File: config.mk
export PLATFORM = sky130hd
export DESIGN_NAME = radio_tx_encoder_fifo
export DESIGN_NICKNAME = d
export VERILOG_FILES = /design/src/inc/rftx_pkg.sv /design/src/verilog/radio_tx_encoder_fifo.sv
export SDC_FILE = /design/constraint.sdc
export NUM_CORES = 1
export LEC_CHECK = 0
export ABC_AREA = 1
export BUFFER_PORTS_ARGS = -buffer_cell sky130_fd_sc_hd__buf_4
export CAP_MARGIN = 20
export CORE_MARGIN = 10
export CORE_UTILIZATION = 30
export CTS_BUF_LIST = sky130_fd_sc_hd__clkbuf_8
export DETAILED_ROUTE_END_ITERATION = 6
export GPL_TIMING_DRIVEN = 0
export PLACE_DENSITY = 0.55
export SYNTH_ARGS = -nofsm -noshare
export SYNTH_HDL_FRONTEND = slang
export SYNTH_SLANG_ARGS = --single-unit
File: constraint.sdc
create_clock -name CLOCK_I -period 3.4 [get_ports CLOCK_I]
set_clock_uncertainty 0.05 [all_clocks]
set_input_delay 0.68 -clock CLOCK_I [delete_from_list [all_inputs] [get_ports CLOCK_I]]
set_output_delay 0.68 -clock CLOCK_I [all_outputs]
set_load 0.01 [all_outputs]
File: src/inc/rftx_pkg.sv
// Shared constants and carrier types for the radio transmit encoder.
// Assumes one 100 MHz clock domain and an APB master on the register side.
//
// How it works
// - Transmitter runs only while tx enable is 1 and rx enable is 0.
// - Symbol rate equals clock divided by 16 times fine times coarse.
// - Coarse 00 with fine 0000 gives product 1, rate clock/16.
// - Coarse 01 with fine 0010 gives product 12; coarse step is x4.
// - External clock select 0 means bits are timed by internal baud generator.
// - Encoder on with coding 010 applies NRZ space encoding.
// - Encoder on with coding 111 applies Miller encoding.
// - NRZ space turns an all-zero byte into line pattern 10101010 from the idle low line.
// - Transmit FIFO holds four bytes; full after four writes.
// - Transmit interrupt flags that the FIFO has become empty.
// - Empty flag rises when last byte enters shifter, before it leaves.
// - Encoder off sends raw bits, allowing deliberate coding violations.
// - Encoder settings are taken only when a byte loads into the shifter.
// - Miller sends two line symbols per data bit.
// - Pin 3 carries transmit data; pins 0 to 2 unused when sending.
package rftx_pkg;

    // register byte offsets
    localparam logic [7:0] OFS_CTRL = 8'h00;
    localparam logic [7:0] OFS_BAUD = 8'h04;
    localparam logic [7:0] OFS_TX_DATA = 8'h08;
    localparam logic [7:0] OFS_STATE = 8'h0C;
    localparam logic [7:0] OFS_IRQ_STATUS = 8'h10;
    localparam logic [7:0] OFS_IRQ_CLEAR = 8'h14;
    localparam logic [7:0] OFS_IRQ_ENABLE = 8'h18;

    // line coding select values
    localparam logic [2:0] CODE_NRZ_LEVEL = 3'h0;
    localparam logic [2:0] CODE_NRZ_MARK = 3'h1;
    localparam logic [2:0] CODE_NRZ_SPACE = 3'h2;
    localparam logic [2:0] CODE_MANCH_LEVEL = 3'h3;
    localparam logic [2:0] CODE_MILLER = 3'h7;

    // baud generator: 16x prescale, coarse steps of x4 (shift by two)
    localparam logic [3:0] BAUD_PRESCALE_SHIFT = 4'h4;
    localparam int BAUD_CNT_W = 15;

    // fifo and byte shape
    localparam int FIFO_DEPTH = 4;
    localparam logic [2:0] FIFO_FULL_COUNT = 3'h4;
    localparam logic [2:0] LAST_BIT = 3'h7;

    // interrupt status bit positions
    localparam int IRQ_W = 2;
    localparam int IRQ_FIFO_EMPTY = 0;
    localparam int IRQ_OVERFLOW = 1;

    // reset values
    localparam logic [6:0] CTRL_RESET = 7'h00;
    localparam logic [5:0] BAUD_RESET = 6'h00;
    localparam logic IDLE_LEVEL = 1'b0;
    localparam logic MILLER_PREV_RESET = 1'b1;

    // control register: bit 0 rx en, 1 tx en, 2 enc en, 5:3 coding, 6 ext clk
    typedef struct packed {
        logic tx_external_clock_select;
        logic [2:0] line_coding_select;
        logic encoder_enable_bit;
        logic tx_enable_bit;
        logic rx_enable_bit;
    } ctrl_s;

    // baud register: bits 3:0 fine, 5:4 coarse
    typedef struct packed {
        logic [1:0] baud_coarse_field;
        logic [3:0] baud_fine_field;
    } baud_s;

    // encoder setting frozen per byte
    typedef struct packed {
        logic enc_en;
        logic [2:0] coding;
    } mode_s;

    typedef enum logic {
        TX_IDLE = 1'b0,
        TX_SHIFT = 1'b1
    } tx_state_e;

endpackage : rftx_pkg

File: src/verilog/radio_tx_encoder_fifo.sv
// Transmit path of the radio serial interface: APB registers, four-byte
// FIFO, baud generator, shift register and line encoder.
// Assumes APB master on CLOCK_I; the bit clock pin is asynchronous.
//
// Added by the designer: the APB interface to the registers and the register addresses.
module radio_tx_encoder_fifo (
    // clock and reset
    input wire logic CLOCK_I,
    input wire logic RESET_I,
    // apb slave
    input wire logic PSEL_I,
    input wire logic PENABLE_I,
    input wire logic PWRITE_I,
    input wire logic [7:0] PADDR_I,
    input wire logic [31:0] PWDATA_I,
    output logic [31:0] PRDATA_O,
    output logic PREADY_O,
    output logic PSLVERR_O,
    // radio pins
    input wire logic RADIO_PIN_BIT_CLOCK_I,
    output logic RADIO_PIN_TX_DATA_O,
    output logic RADIO_PIN_TX_DATA_OE_O,
    // interrupt
    output logic IRQ_O
);

    rftx_pkg::ctrl_s ctrl_r;
    rftx_pkg::baud_s baud_r;
    rftx_pkg::mode_s mode_r;
    rftx_pkg::tx_state_e state_r;
    logic [rftx_pkg::IRQ_W-1:0] irq_status_r;
    logic [rftx_pkg::IRQ_W-1:0] irq_status_nxt;
    logic [rftx_pkg::IRQ_W-1:0] irq_enable_r;
    logic [31:0] prdata_r;
    logic [7:0] fifo_mem_r [rftx_pkg::FIFO_DEPTH];
    logic [1:0] wr_ptr_r;
    logic [1:0] rd_ptr_r;
    logic [2:0] count_r;
    logic [rftx_pkg::BAUD_CNT_W-1:0] div_cnt_r;
    logic [rftx_pkg::BAUD_CNT_W-1:0] period;
    logic [4:0] fine_p1;
    logic [3:0] shamt;
    logic bclk_meta_r;
    logic bclk_sync_r;
    logic bclk_prev_r;
    logic bclk_rise;
    logic [7:0] byte_r;
    logic [2:0] bit_cnt_r;
    logic half_r;
    logic prev_bit_r;
    logic level_r;
    logic level_nxt;
    logic two_sym;
    logic last_sym;
    logic tx_active;
    logic tick;
    logic emit;
    logic load;
    logic fifo_empty;
    logic fifo_full;
    logic setup;
    logic access;
    logic wr_en;
    logic addr_ok;
    logic push;
    logic overflow;

    // apb decode; zero-wait slave, every access finishes in its first access cycle
    assign setup = PSEL_I && !PENABLE_I;
    assign access = PSEL_I && PENABLE_I;
    assign wr_en = access && PWRITE_I && addr_ok;
    assign PREADY_O = 1'b1;
    assign PSLVERR_O = access && !addr_ok;
    assign PRDATA_O = prdata_r;

    always_comb begin
        unique case (PADDR_I)
            rftx_pkg::OFS_CTRL, rftx_pkg::OFS_BAUD, rftx_pkg::OFS_TX_DATA,
            rftx_pkg::OFS_STATE, rftx_pkg::OFS_IRQ_STATUS,
            rftx_pkg::OFS_IRQ_CLEAR, rftx_pkg::OFS_IRQ_ENABLE: addr_ok = 1'b1;
            default: addr_ok = 1'b0;
        endcase
    end

    // read data captured in the setup cycle so it comes from a flop
    always_ff @(posedge CLOCK_I) begin
        if (RESET_I) begin
            prdata_r <= 32'h0;
        end else if (setup && !PWRITE_I) begin
            unique case (PADDR_I)
                rftx_pkg::OFS_CTRL: prdata_r <= {25'h0, ctrl_r};
                rftx_pkg::OFS_BAUD: prdata_r <= {26'h0, baud_r};
                rftx_pkg::OFS_STATE: begin
                    prdata_r <= {25'h0, tx_active, level_r, state_r, fifo_full, count_r};
                end
                rftx_pkg::OFS_IRQ_STATUS: prdata_r <= {30'h0, irq_status_r};
                rftx_pkg::OFS_IRQ_ENABLE: prdata_r <= {30'h0, irq_enable_r};
                default: prdata_r <= 32'h0; // write-only and unmapped read zero
            endcase
        end
    end

    // configuration registers
    always_ff @(posedge CLOCK_I) begin
        if (RESET_I) begin
            ctrl_r <= rftx_pkg::ctrl_s'(rftx_pkg::CTRL_RESET);
            baud_r <= rftx_pkg::baud_s'(rftx_pkg::BAUD_RESET);
            irq_enable_r <= '0;
        end else if (wr_en) begin
            if (PADDR_I == rftx_pkg::OFS_CTRL) begin
                ctrl_r <= rftx_pkg::ctrl_s'(PWDATA_I[6:0]);
            end
            if (PADDR_I == rftx_pkg::OFS_BAUD) begin
                baud_r <= rftx_pkg::baud_s'(PWDATA_I[5:0]);
            end
            if (PADDR_I == rftx_pkg::OFS_IRQ_ENABLE) begin
                irq_enable_r <= PWDATA_I[rftx_pkg::IRQ_W-1:0];
            end
        end
    end

    // fifo; a write to a full fifo is dropped and flagged unless a byte loads in the same cycle
    assign push = wr_en && (PADDR_I == rftx_pkg::OFS_TX_DATA);
    assign overflow = push && fifo_full && !load;
    assign fifo_empty = (count_r == 3'h0);
    assign fifo_full = (count_r == rftx_pkg::FIFO_FULL_COUNT);

    // pointers wrap at depth four; the count tells full from empty
    always_ff @(posedge CLOCK_I) begin
        if (RESET_I) begin
            wr_ptr_r <= 2'h0;
            rd_ptr_r <= 2'h0;
            count_r <= 3'h0;
        end else begin
            if (push && !overflow) begin
                fifo_mem_r[wr_ptr_r] <= PWDATA_I[7:0];
                wr_ptr_r <= wr_ptr_r + 2'h1;
            end
            if (load) begin
                rd_ptr_r <= rd_ptr_r + 2'h1;
            end
            count_r <= count_r + 3'((push && !overflow) ? 1 : 0) - 3'(load ? 1 : 0);
        end
    end

    // bit clock pin synchroniser; edge detect reads only the second and third stages
    always_ff @(posedge CLOCK_I) begin
        if (RESET_I) begin
            bclk_meta_r <= 1'b0;
            bclk_sync_r <= 1'b0;
            bclk_prev_r <= 1'b0;
        end else begin
            bclk_meta_r <= RADIO_PIN_BIT_CLOCK_I;
            bclk_sync_r <= bclk_meta_r;
            bclk_prev_r <= bclk_sync_r;
        end
    end
    assign bclk_rise = bclk_sync_r && !bclk_prev_r;

    // symbol period = 16 * (fine+1) * 4^coarse clocks
    assign fine_p1 = {1'b0, baud_r.baud_fine_field} + 5'h01;
    assign shamt = rftx_pkg::BAUD_PRESCALE_SHIFT + {1'b0, baud_r.baud_coarse_field, 1'b0};
    assign period = rftx_pkg::BAUD_CNT_W'({10'h0, fine_p1} << shamt);

    // free-running divider; wraps early if the period shrinks under it
    always_ff @(posedge CLOCK_I) begin
        if (RESET_I) begin
            div_cnt_r <= '0;
        end else if (div_cnt_r >= period - 15'h1) begin
            div_cnt_r <= '0;
        end else begin
            div_cnt_r <= div_cnt_r + 15'h1;
        end
    end

    assign tx_active = ctrl_r.tx_enable_bit && !ctrl_r.rx_enable_bit;
    // external pin edges replace the internal divider only when selected
    assign tick = tx_active && (ctrl_r.tx_external_clock_select ? bclk_rise
                                : (div_cnt_r == period - 15'h1));
    // ticks while idle pass unused; the divider keeps its phase
    assign emit = tick && (state_r == rftx_pkg::TX_SHIFT);

    // two-symbol codes send half bits, so the baud must be twice the bit rate
    assign two_sym = mode_r.enc_en && (mode_r.coding == rftx_pkg::CODE_MILLER ||
                                       mode_r.coding == rftx_pkg::CODE_MANCH_LEVEL);
    assign last_sym = (bit_cnt_r == rftx_pkg::LAST_BIT) && (!two_sym || half_r);
    // idle loads at once; a running byte chains the next on its last symbol
    assign load = !fifo_empty && tx_active &&
                  ((state_r == rftx_pkg::TX_IDLE) || (emit && last_sym));

    // line level for the symbol being sent, msb first
    always_comb begin
        level_nxt = level_r;
        if (!mode_r.enc_en) begin
            level_nxt = byte_r[7];
        end else begin
            unique case (mode_r.coding)
                rftx_pkg::CODE_NRZ_MARK: level_nxt = level_r ^ byte_r[7];
                rftx_pkg::CODE_NRZ_SPACE: level_nxt = level_r ^ !byte_r[7];
                rftx_pkg::CODE_MANCH_LEVEL: level_nxt = byte_r[7] ^ half_r;
                rftx_pkg::CODE_MILLER: begin
                    // mid-bit toggle for 1, boundary toggle between two 0s
                    level_nxt = half_r ? (level_r ^ byte_r[7])
                                       : (level_r ^ (!byte_r[7] && !prev_bit_r));
                end
                default: level_nxt = byte_r[7];
            endcase
        end
    end

    // shifter and encoder state
    always_ff @(posedge CLOCK_I) begin
        if (RESET_I) begin
            state_r <= rftx_pkg::TX_IDLE;
            byte_r <= 8'h00;
            bit_cnt_r <= 3'h0;
            half_r <= 1'b0;
            prev_bit_r <= rftx_pkg::MILLER_PREV_RESET;
            level_r <= rftx_pkg::IDLE_LEVEL;
            mode_r <= '0;
        end else begin
            if (emit) begin
                level_r <= level_nxt;
                if (!two_sym || half_r) begin
                    byte_r <= {byte_r[6:0], 1'b0};
                    bit_cnt_r <= bit_cnt_r + 3'h1;
                    prev_bit_r <= byte_r[7];
                    half_r <= 1'b0;
                end else begin
                    half_r <= 1'b1;
                end
                if (last_sym && !load) begin
                    state_r <= rftx_pkg::TX_IDLE; // level_r simply holds
                end
            end
            if (load) begin
                state_r <= rftx_pkg::TX_SHIFT;
                byte_r <= fifo_mem_r[rd_ptr_r];
                bit_cnt_r <= 3'h0;
                half_r <= 1'b0;
                // settings sampled only here, never mid-byte
                mode_r <= '{enc_en: ctrl_r.encoder_enable_bit,
                            coding: ctrl_r.line_coding_select};
            end
        end
    end

    assign RADIO_PIN_TX_DATA_O = level_r;
    assign RADIO_PIN_TX_DATA_OE_O = tx_active;

    // sticky status; a set in the clear cycle wins
    always_comb begin
        irq_status_nxt = irq_status_r;
        if (wr_en && PADDR_I == rftx_pkg::OFS_IRQ_CLEAR) begin
            irq_status_nxt = irq_status_nxt & ~PWDATA_I[rftx_pkg::IRQ_W-1:0];
        end
        // the last byte leaving the fifo raises the empty event at once
        if (load && count_r == 3'h1 && !push) begin
            irq_status_nxt[rftx_pkg::IRQ_FIFO_EMPTY] = 1'b1;
        end
        if (overflow) begin
            irq_status_nxt[rftx_pkg::IRQ_OVERFLOW] = 1'b1;
        end
    end

    always_ff @(posedge CLOCK_I) begin
        if (RESET_I) begin
            irq_status_r <= '0;
        end else begin
            irq_status_r <= irq_status_nxt;
        end
    end

    assign IRQ_O = |(irq_status_r & irq_enable_r);

    // helper: clocks since the last tick, valid once baud has been steady
    logic [rftx_pkg::BAUD_CNT_W-1:0] gap_cnt_r;
    logic gap_ok_r;
    always_ff @(posedge CLOCK_I) begin
        if (RESET_I) begin
            gap_cnt_r <= '0;
            gap_ok_r <= 1'b0;
        end else begin
            gap_cnt_r <= tick ? '0 : gap_cnt_r + 15'h1;
            if (!tx_active || ctrl_r.tx_external_clock_select ||
                (wr_en && PADDR_I == rftx_pkg::OFS_BAUD)) begin
                gap_ok_r <= 1'b0;
            end else if (tick) begin
                gap_ok_r <= 1'b1;
            end
        end
    end
endmodule : radio_tx_encoder_fifo

==> impl_metrics.csv, run 1 <==
group,metric,value,unit
timing,holdWs,364,ps
placement,gp_congestion,0.827,
pwr,power.leakage,0.00284,uW
run_status,violations,"setup timing",
grt,track_usage,11.5,%
synthesis,synth_cells,696,
worst_setup_path,cp_cell_sequence,"ha_4 -> xor2_2 -> nand2_1 -> nand2_2 -> o21ai_4 -> nand2_4 -> nor2_4 -> nand3_2 -> nand2_2 -> nand2_4 -> ha_4 -> nand3_4 -> nor2_4 -> nand3_4 -> nand2_2 -> nand3_2 -> nand2_2 -> nand2_4 -> buf_6 -> o21ai_2 -> ha_2 -> inv_2 -> fa_2 -> nor2_1",
grt,grt_antenna_before_repair,0,
layout,multi_input_area,2920,um^2
placement,dp_hpwl,10100,um
detailed_routing,wl_per_cell,13.5,um
floorplanning,start_util,30.4,%
pwr,power_frac_seq,58.0,%
clock_network,cts.clk_slew.worst_paths,100,ps
grt,overflow,0,
worst_setup_path,arrival,3840,ps
detailed_routing,ant_nets,0,
placement,portBuffers,32,
synthesis,ys_async_sr_fraction,0,%
detailed_routing,vias,4624,
detailed_routing,first_pass_iters,5,
clock_network,insertion_delay,400,ps
clock_network,ctsHoldBuffers,0,
timing,setup_slack,-209,ps
layout,syn2layout_area_growth,25.7,%
clock_network,clock_sinks,102,
worst_setup_path,cp_max_fo,3,
synthesis,synth_flop_cell,"dfxtp_1",
timing,hold_violations,0,
worst_setup_path,critPathRequiredTime,3630,ps
worst_setup_path,critical_path.max_stage_delay,510,ps
grt,grt_max_degree,20,
pwr,switching_power,581,uW
pwr,power.internal,1600,uW
timing,slew_headroom,36.4,%
clock_network,cts_buffers,9,
timing,rsz0062_at_grt,"yes",
layout,drive_gt1_share,22.7,%
timing,max_freq,277,MHz
detailed_routing,drc,0,
synthesis,ys_seq_area_share,43.5,%
layout,insertedDiodeCount,0,
synthesis,yosys_warnings,0,
clock_network,cts_tree,"yes",
floorplanning,dieHeight,155,um
pwr,swShare,26.6,%
flow_run,cap_violations,0,
floorplanning,io_pins,83,
pwr,total_power,2180,uW
pwr,peakVddDrop,174,uV
pwr,combPwrFrac,6.8,%
detailed_routing,drtIter0Drc,294,
placement,dpl_worst_slack,-660,ps
timing,finalSetupViolations,34,
run_status,status,"complete, but fails checks",
worst_hold_path,min_path_type,"reg2reg",
detailed_routing,vias_per_cell,4.50,
detailed_routing,wl,13900,um
grt,grt_pass1_wl,22200,um
layout,seq_area,2370,um^2
placement,dp_cells,984,
floorplanning,die_w,155,um
floorplanning,die-area,23900,um^2
worst_setup_path,worst_setup_path_start_kind,"flop",
worst_setup_path,slowest_stage,"fa_2",
layout,nets,864,
synthesis,ys_types,43,
pwr,power_density,320,nW/um^2
clock_network,root_buffer,"clkbuf_8",
synthesis,ys_seq_elements,102,
timing,maxSlewViolCount,0,
grt,grt_pass1_vias,4416,
timing,fin_crit,3610,ps
clock_network,clockBufferDepth,2,
timing,tightest_slew,953,ps
synthesis,syn-cell-area,5430,um^2
worst_setup_path,crit_type,"reg2reg",
layout,fill_cells,1837,
pwr,clockPowerShare,35.2,%
synthesis,synth-edff-count,32,
floorplanning,rows,49,
clock_network,h-tree-depth,3,
worst_setup_path,cpMostUsedCell,"nand2_2",
floorplanning,core-area,17900,um^2
layout,finalNonFillerCells,1027,
timing,final.period_utilization,106,%
synthesis,syn_area_per_cell,7.81,um^2
worst_setup_path,end_kind,"flop",
flip-flops by register name, indices dropped and copies added (netlist names), 3 cells and up, named ones only:
| register | count |
|---|---|
| fifo_mem_r | 32 |
| div_cnt_r | 15 |
| byte_r | 8 |
| PRDATA_O | 7 |
| ctrl_r | 7 |
| baud_r | 6 |
| mode_r | 4 |
| bit_cnt_r | 3 |
| count_r | 3 |
worst max-delay path, delay by kind of cell (launching register included):
| family | cells | cell delay (ps) |
|---|---|---|
| and+or+nand+nor | 15 | 1340 |
| adders and majority gates | 4 | 1130 |
| DFF | 1 | 380 |
| AOI/OAI and AO/OA | 2 | 300 |
| buffers and inverters | 2 | 160 |
| xor gates and xnor gates | 1 | 140 |
power by group through the flow:
stage | clock [uW] | sequential [uW] | combinational [uW]
3_5_place_dp | 0 | 1300 | 139
6_report | 769 | 1270 | 149
3_3_place_gp | 0 | 1300 | 138
5_1_grt | 838 | 1270 | 167
2_1_floorplan | 0 | 1290 | 84.9
4_1_cts | 789 | 1270 | 143
per-stage QoR:
| stage | TNS (ps) | utilization, % | area [um^2] |
|---|---|---|---|
| finish | -1700 | 38.2 | 6830 |
| global route | -9270 | 38.2 | 6830 |
| CTS | -1880 | 37.4 | 6690 |
| detailed placement | -21230 | 34.4 | 6170 |
| global placement | -20680 | 34.4 | 6170 |
| floorplan | -60.8 | - | 5640 |
Yosys cell counts, types with 6 or more instances:
master / count / area [um^2]
xor2_1: 9 / 78.8
o21ai_0: 41 / 205
a21oi_1: 50 / 250
dfxtp_1: 70 / 1400
nand2_2: 6 / 37.5
o21ai_1: 7 / 35.0
inv_1: 65 / 244
clkbuf_1: 8 / 30.0
o22ai_1: 9 / 56.3
nand3_1: 32 / 160
edfxtp_1: 32 / 961
xnor2_1: 8 / 70.1
nor3_1: 8 / 40.0
nand2_1: 143 / 537
nand4_1: 12 / 75.1
nor2_1: 101 / 379
ha_1: 24 / 300
buf_4: 29 / 218
area by class of cell:
cell class	count	share of cell area (%)
buffer	42	4.39
clock inverter	7	0.916
tap	229	4.19
clock buffer	9	1.81
inverter	69	3.88
multi-input combinational	510	42.8
sequential	102	34.7
timing repair buffer	59	7.31
repair_timing:
action	CTS	global route
setup buffers	22	5
gates resized for setup	32	28
endpoints found under the setup margin	35	58
pin swaps	26	30
path summary, 6_finish.rpt:
check,from,to,slack (ps),depth (start not counted)
max,baud_r[1],count_r[1],-210,24
min,bclk_meta_r,bclk_sync_r,360,2
max reg2reg,baud_r[1],count_r[1],-210,24
min reg2reg,bclk_meta_r,bclk_sync_r,360,2
layer usage:
layer / vias up / wire length [um] / share of wire [%] / global-route usage [%]
met5: - / 0 / 0 / 0
met4: 0 / 286 / 2.1 / 4.50
met3: 19 / 599 / 4.3 / 2.58
met2: 73 / 6490 / 47 / 18.9
met1: 2100 / 6480 / 47 / 14.2
li1: 2432 / - / - / -
cells in the final DEF, fill, tap and decap left out, drive strengths merged, types with 13 or more instances in the layout:
master  instances
nand2         151
nor2          105
buf            93
inv            72
dfxtp          70
a21oi          51
o21ai          48
nand3          33
edfxtp         32
conb           29
ha             24
clkbuf         17
nor3           13
logic make-up (layout without fill, tap and decap cells):
group | count (synthesis) | in the layout | share of synthesized area (%)
and+or+nand+nor | 321 | 321 | 25.7
AOI/OAI and AO/OA | 118 | 118 | 11.8
buffers and inverters | 111 | 186 | 10.2
DFF | 102 | 102 | 43.5
adders and majority gates | 25 | 25 | 5.89
xor gates and xnor gates | 17 | 17 | 2.74
other | 2 | 29 | 0.138
(Power assumes the default switching activity.)
==> run 2: changes to the inputs <==
GPL_TIMING_DRIVEN = 1   (was 0)
==> impl_metrics.csv, run 2 (same netlist as run 1, synthesis figures left out) <==
group,metric,value,unit
worst_setup_path,arrival,3690,ps
placement,postPlaceCellArea,6290,um^2
floorplanning,die_w,155,um
clock_network,root_buffer,"clkbuf_8",
pwr,power.leakage,0.00278,uW
layout,largest_reg_flops,32,
layout,finalInstanceArea,6720,um^2
clock_network,clockBufferDepth,2,
layout,syn2layout_area_growth,23.7,%
placement,portBuffers,32,
layout,final_util,37.5,%
floorplanning,die-area,23900,um^2
detailed_routing,vias_per_cell,4.49,
timing,tightest_slew,796,ps
floorplanning,io_pins,83,
floorplanning,core-area,17900,um^2
worst_setup_path,crit_type,"reg2reg",
worst_setup_path,critPathRequiredTime,3630,ps
worst_setup_path,cp_max_fo,4,
layout,finalNonFillerCells,1020,
worst_setup_path,slowest_stage,"fa_2",
detailed_routing,ant_nets,0,
worst_hold_path,min_path_type,"reg2reg",
timing,max_freq,289,MHz
clock_network,h-tree-depth,3,
run_status,violations,"setup timing",
layout,nets,857,
clock_network,ctsHoldBuffers,0,
floorplanning,start_util,30.4,%
timing,maxSlewViolCount,0,
pwr,peakVddDrop,170,uV
timing,finalSetupViolations,34,
flow_run,cap_violations,0,
detailed_routing,wl,13200,um
detailed_routing,first_pass_iters,4,
clock_network,cts_buffers,9,
grt,grt_pass1_vias,4441,
grt,grt_antenna_before_repair,0,
layout,final_common_cell,"nand2_1",
grt,overflow,0,
worst_setup_path,end_kind,"flop",
timing,final.period_utilization,102,%
detailed_routing,drtIter0Drc,255,
clock_network,insertion_delay,390,ps
timing,setup_slack,-65.6,ps
layout,layout_common_cells,"nand2_1, nor2_1, buf_4",
timing,fin_crit,3470,ps
layout,drive_gt1_share,22.8,%
worst_setup_path,cp_cell_sequence,"ha_4 -> xor2_2 -> nand2_2 -> nand2_4 -> o21ai_4 -> nand2_2 -> nor2_4 -> nand2_1 -> nand2_1 -> nand2_1 -> ha_1 -> nand2_1 -> nor2_2 -> nand3_4 -> nand2_2 -> nand3_2 -> nand2_2 -> nand2_4 -> o21ai_2 -> ha_2 -> inv_2 -> fa_2 -> nor2_1",
layout,insertedDiodeCount,0,
placement,gp_congestion,0.805,
timing,slew_headroom,46.8,%
grt,grt_max_degree,31,
timing,hold_violations,0,
clock_network,cts_tree,"yes",
floorplanning,dieHeight,155,um
clock_network,cts.clk_slew.worst_paths,110,ps
grt,track_usage,11.2,%
detailed_routing,drc,0,
placement,dp_cells,998,
clock_network,clock_sinks,102,
floorplanning,rows,49,
worst_setup_path,worst_setup_path_start_kind,"flop",
layout,largestRegisters,"fifo_mem_r x32, div_cnt_r x15, byte_r x8",
worst_setup_path,critical_path.max_stage_delay,510,ps
placement,dp_hpwl,9900,um
detailed_routing,vias,4575,
run_status,status,"complete, but fails checks",
pwr,power_density,332,nW/um^2
grt,grt_pass1_wl,21800,um
layout,largest_register,"fifo_mem_r",
detailed_routing,wl_per_cell,13.0,um
timing,rsz0062_at_grt,"yes",
-- run 2: cell types whose count changed in the layout (fill, tap and decap cells not counted), sizes merged --
cell / before / now
clkinvlp: 4 / 1
inv: 72 / 73
bufinv: 0 / 1
buf: 93 / 94
clkbuf: 17 / 9
clkinv: 0 / 1
-- run 2: power breakdown --
group          leakage (uW)  switching [uW]  total (uW)  internal, uW
logic               0.00182            77.3         118          40.8
clock network      0.000104             490         848           358
registers          0.000855            6.80        1270          1260
total               0.00278             575        2230          1660
-- run 2: final timing paths --
kind | from | end | slack, ps | depth (start not counted)
max | baud_r[1] | count_r[1] | -70 | 23
min | bclk_meta_r | bclk_sync_r | 370 | 2
max reg2reg | baud_r[1] | count_r[1] | -70 | 23
min reg2reg | bclk_meta_r | bclk_sync_r | 370 | 2
-- run 2: metal layers --
metal  GRT usage [%]  part of all wire [%]  up-vias
met5               0                     0        -
met4            4.23                   1.7        0
met3            2.36                   5.4       15
met2            18.0                    47       84
met1            14.4                    46     2060
li1                -                     -     2416
-- run 2: repair_timing --
action / 4_1_cts / 5_1_grt
pin swaps: 16 / 16
setup endpoints to repair: 34 / 52
gates resized for setup: 19 / 26
setup buffers: 5 / 1
-- run 2: final cells by class --
class / count / area [um^2]
multi-input combinational: 510 / 2870
tap: 229 / 287
fill: 1858 / 11200
clock buffer: 9 / 124
inverter: 69 / 264
clock inverter: 7 / 86.3
timing repair buffer: 94 / 721
sequential: 102 / 2370
-- run 2: per-stage QoR --
stage	TNS (ps)	hold WS (ps)	power (uW)	setup slack (ps)
floorplan	-60.8	338	1380	-41.3
global placement	-2640	353	1410	-226
detailed placement	-3170	357	1410	-277
CTS	-3880	374	2260	-143
global route	-9340	393	2310	-314
finish	-1030	366	2230	-65.6
-- run 2: critical path, delay by kind of cell (launching register included) --
| family | cells | cell delay [ps] |
|---|---|---|
| buffers and inverters | 1 | 40 |
| xor gates and xnor gates | 1 | 150 |
| DFF | 1 | 370 |
| AOI/OAI and AO/OA | 2 | 340 |
| and+or+nand+nor | 15 | 1250 |
| adders and majority gates | 4 | 1140 |
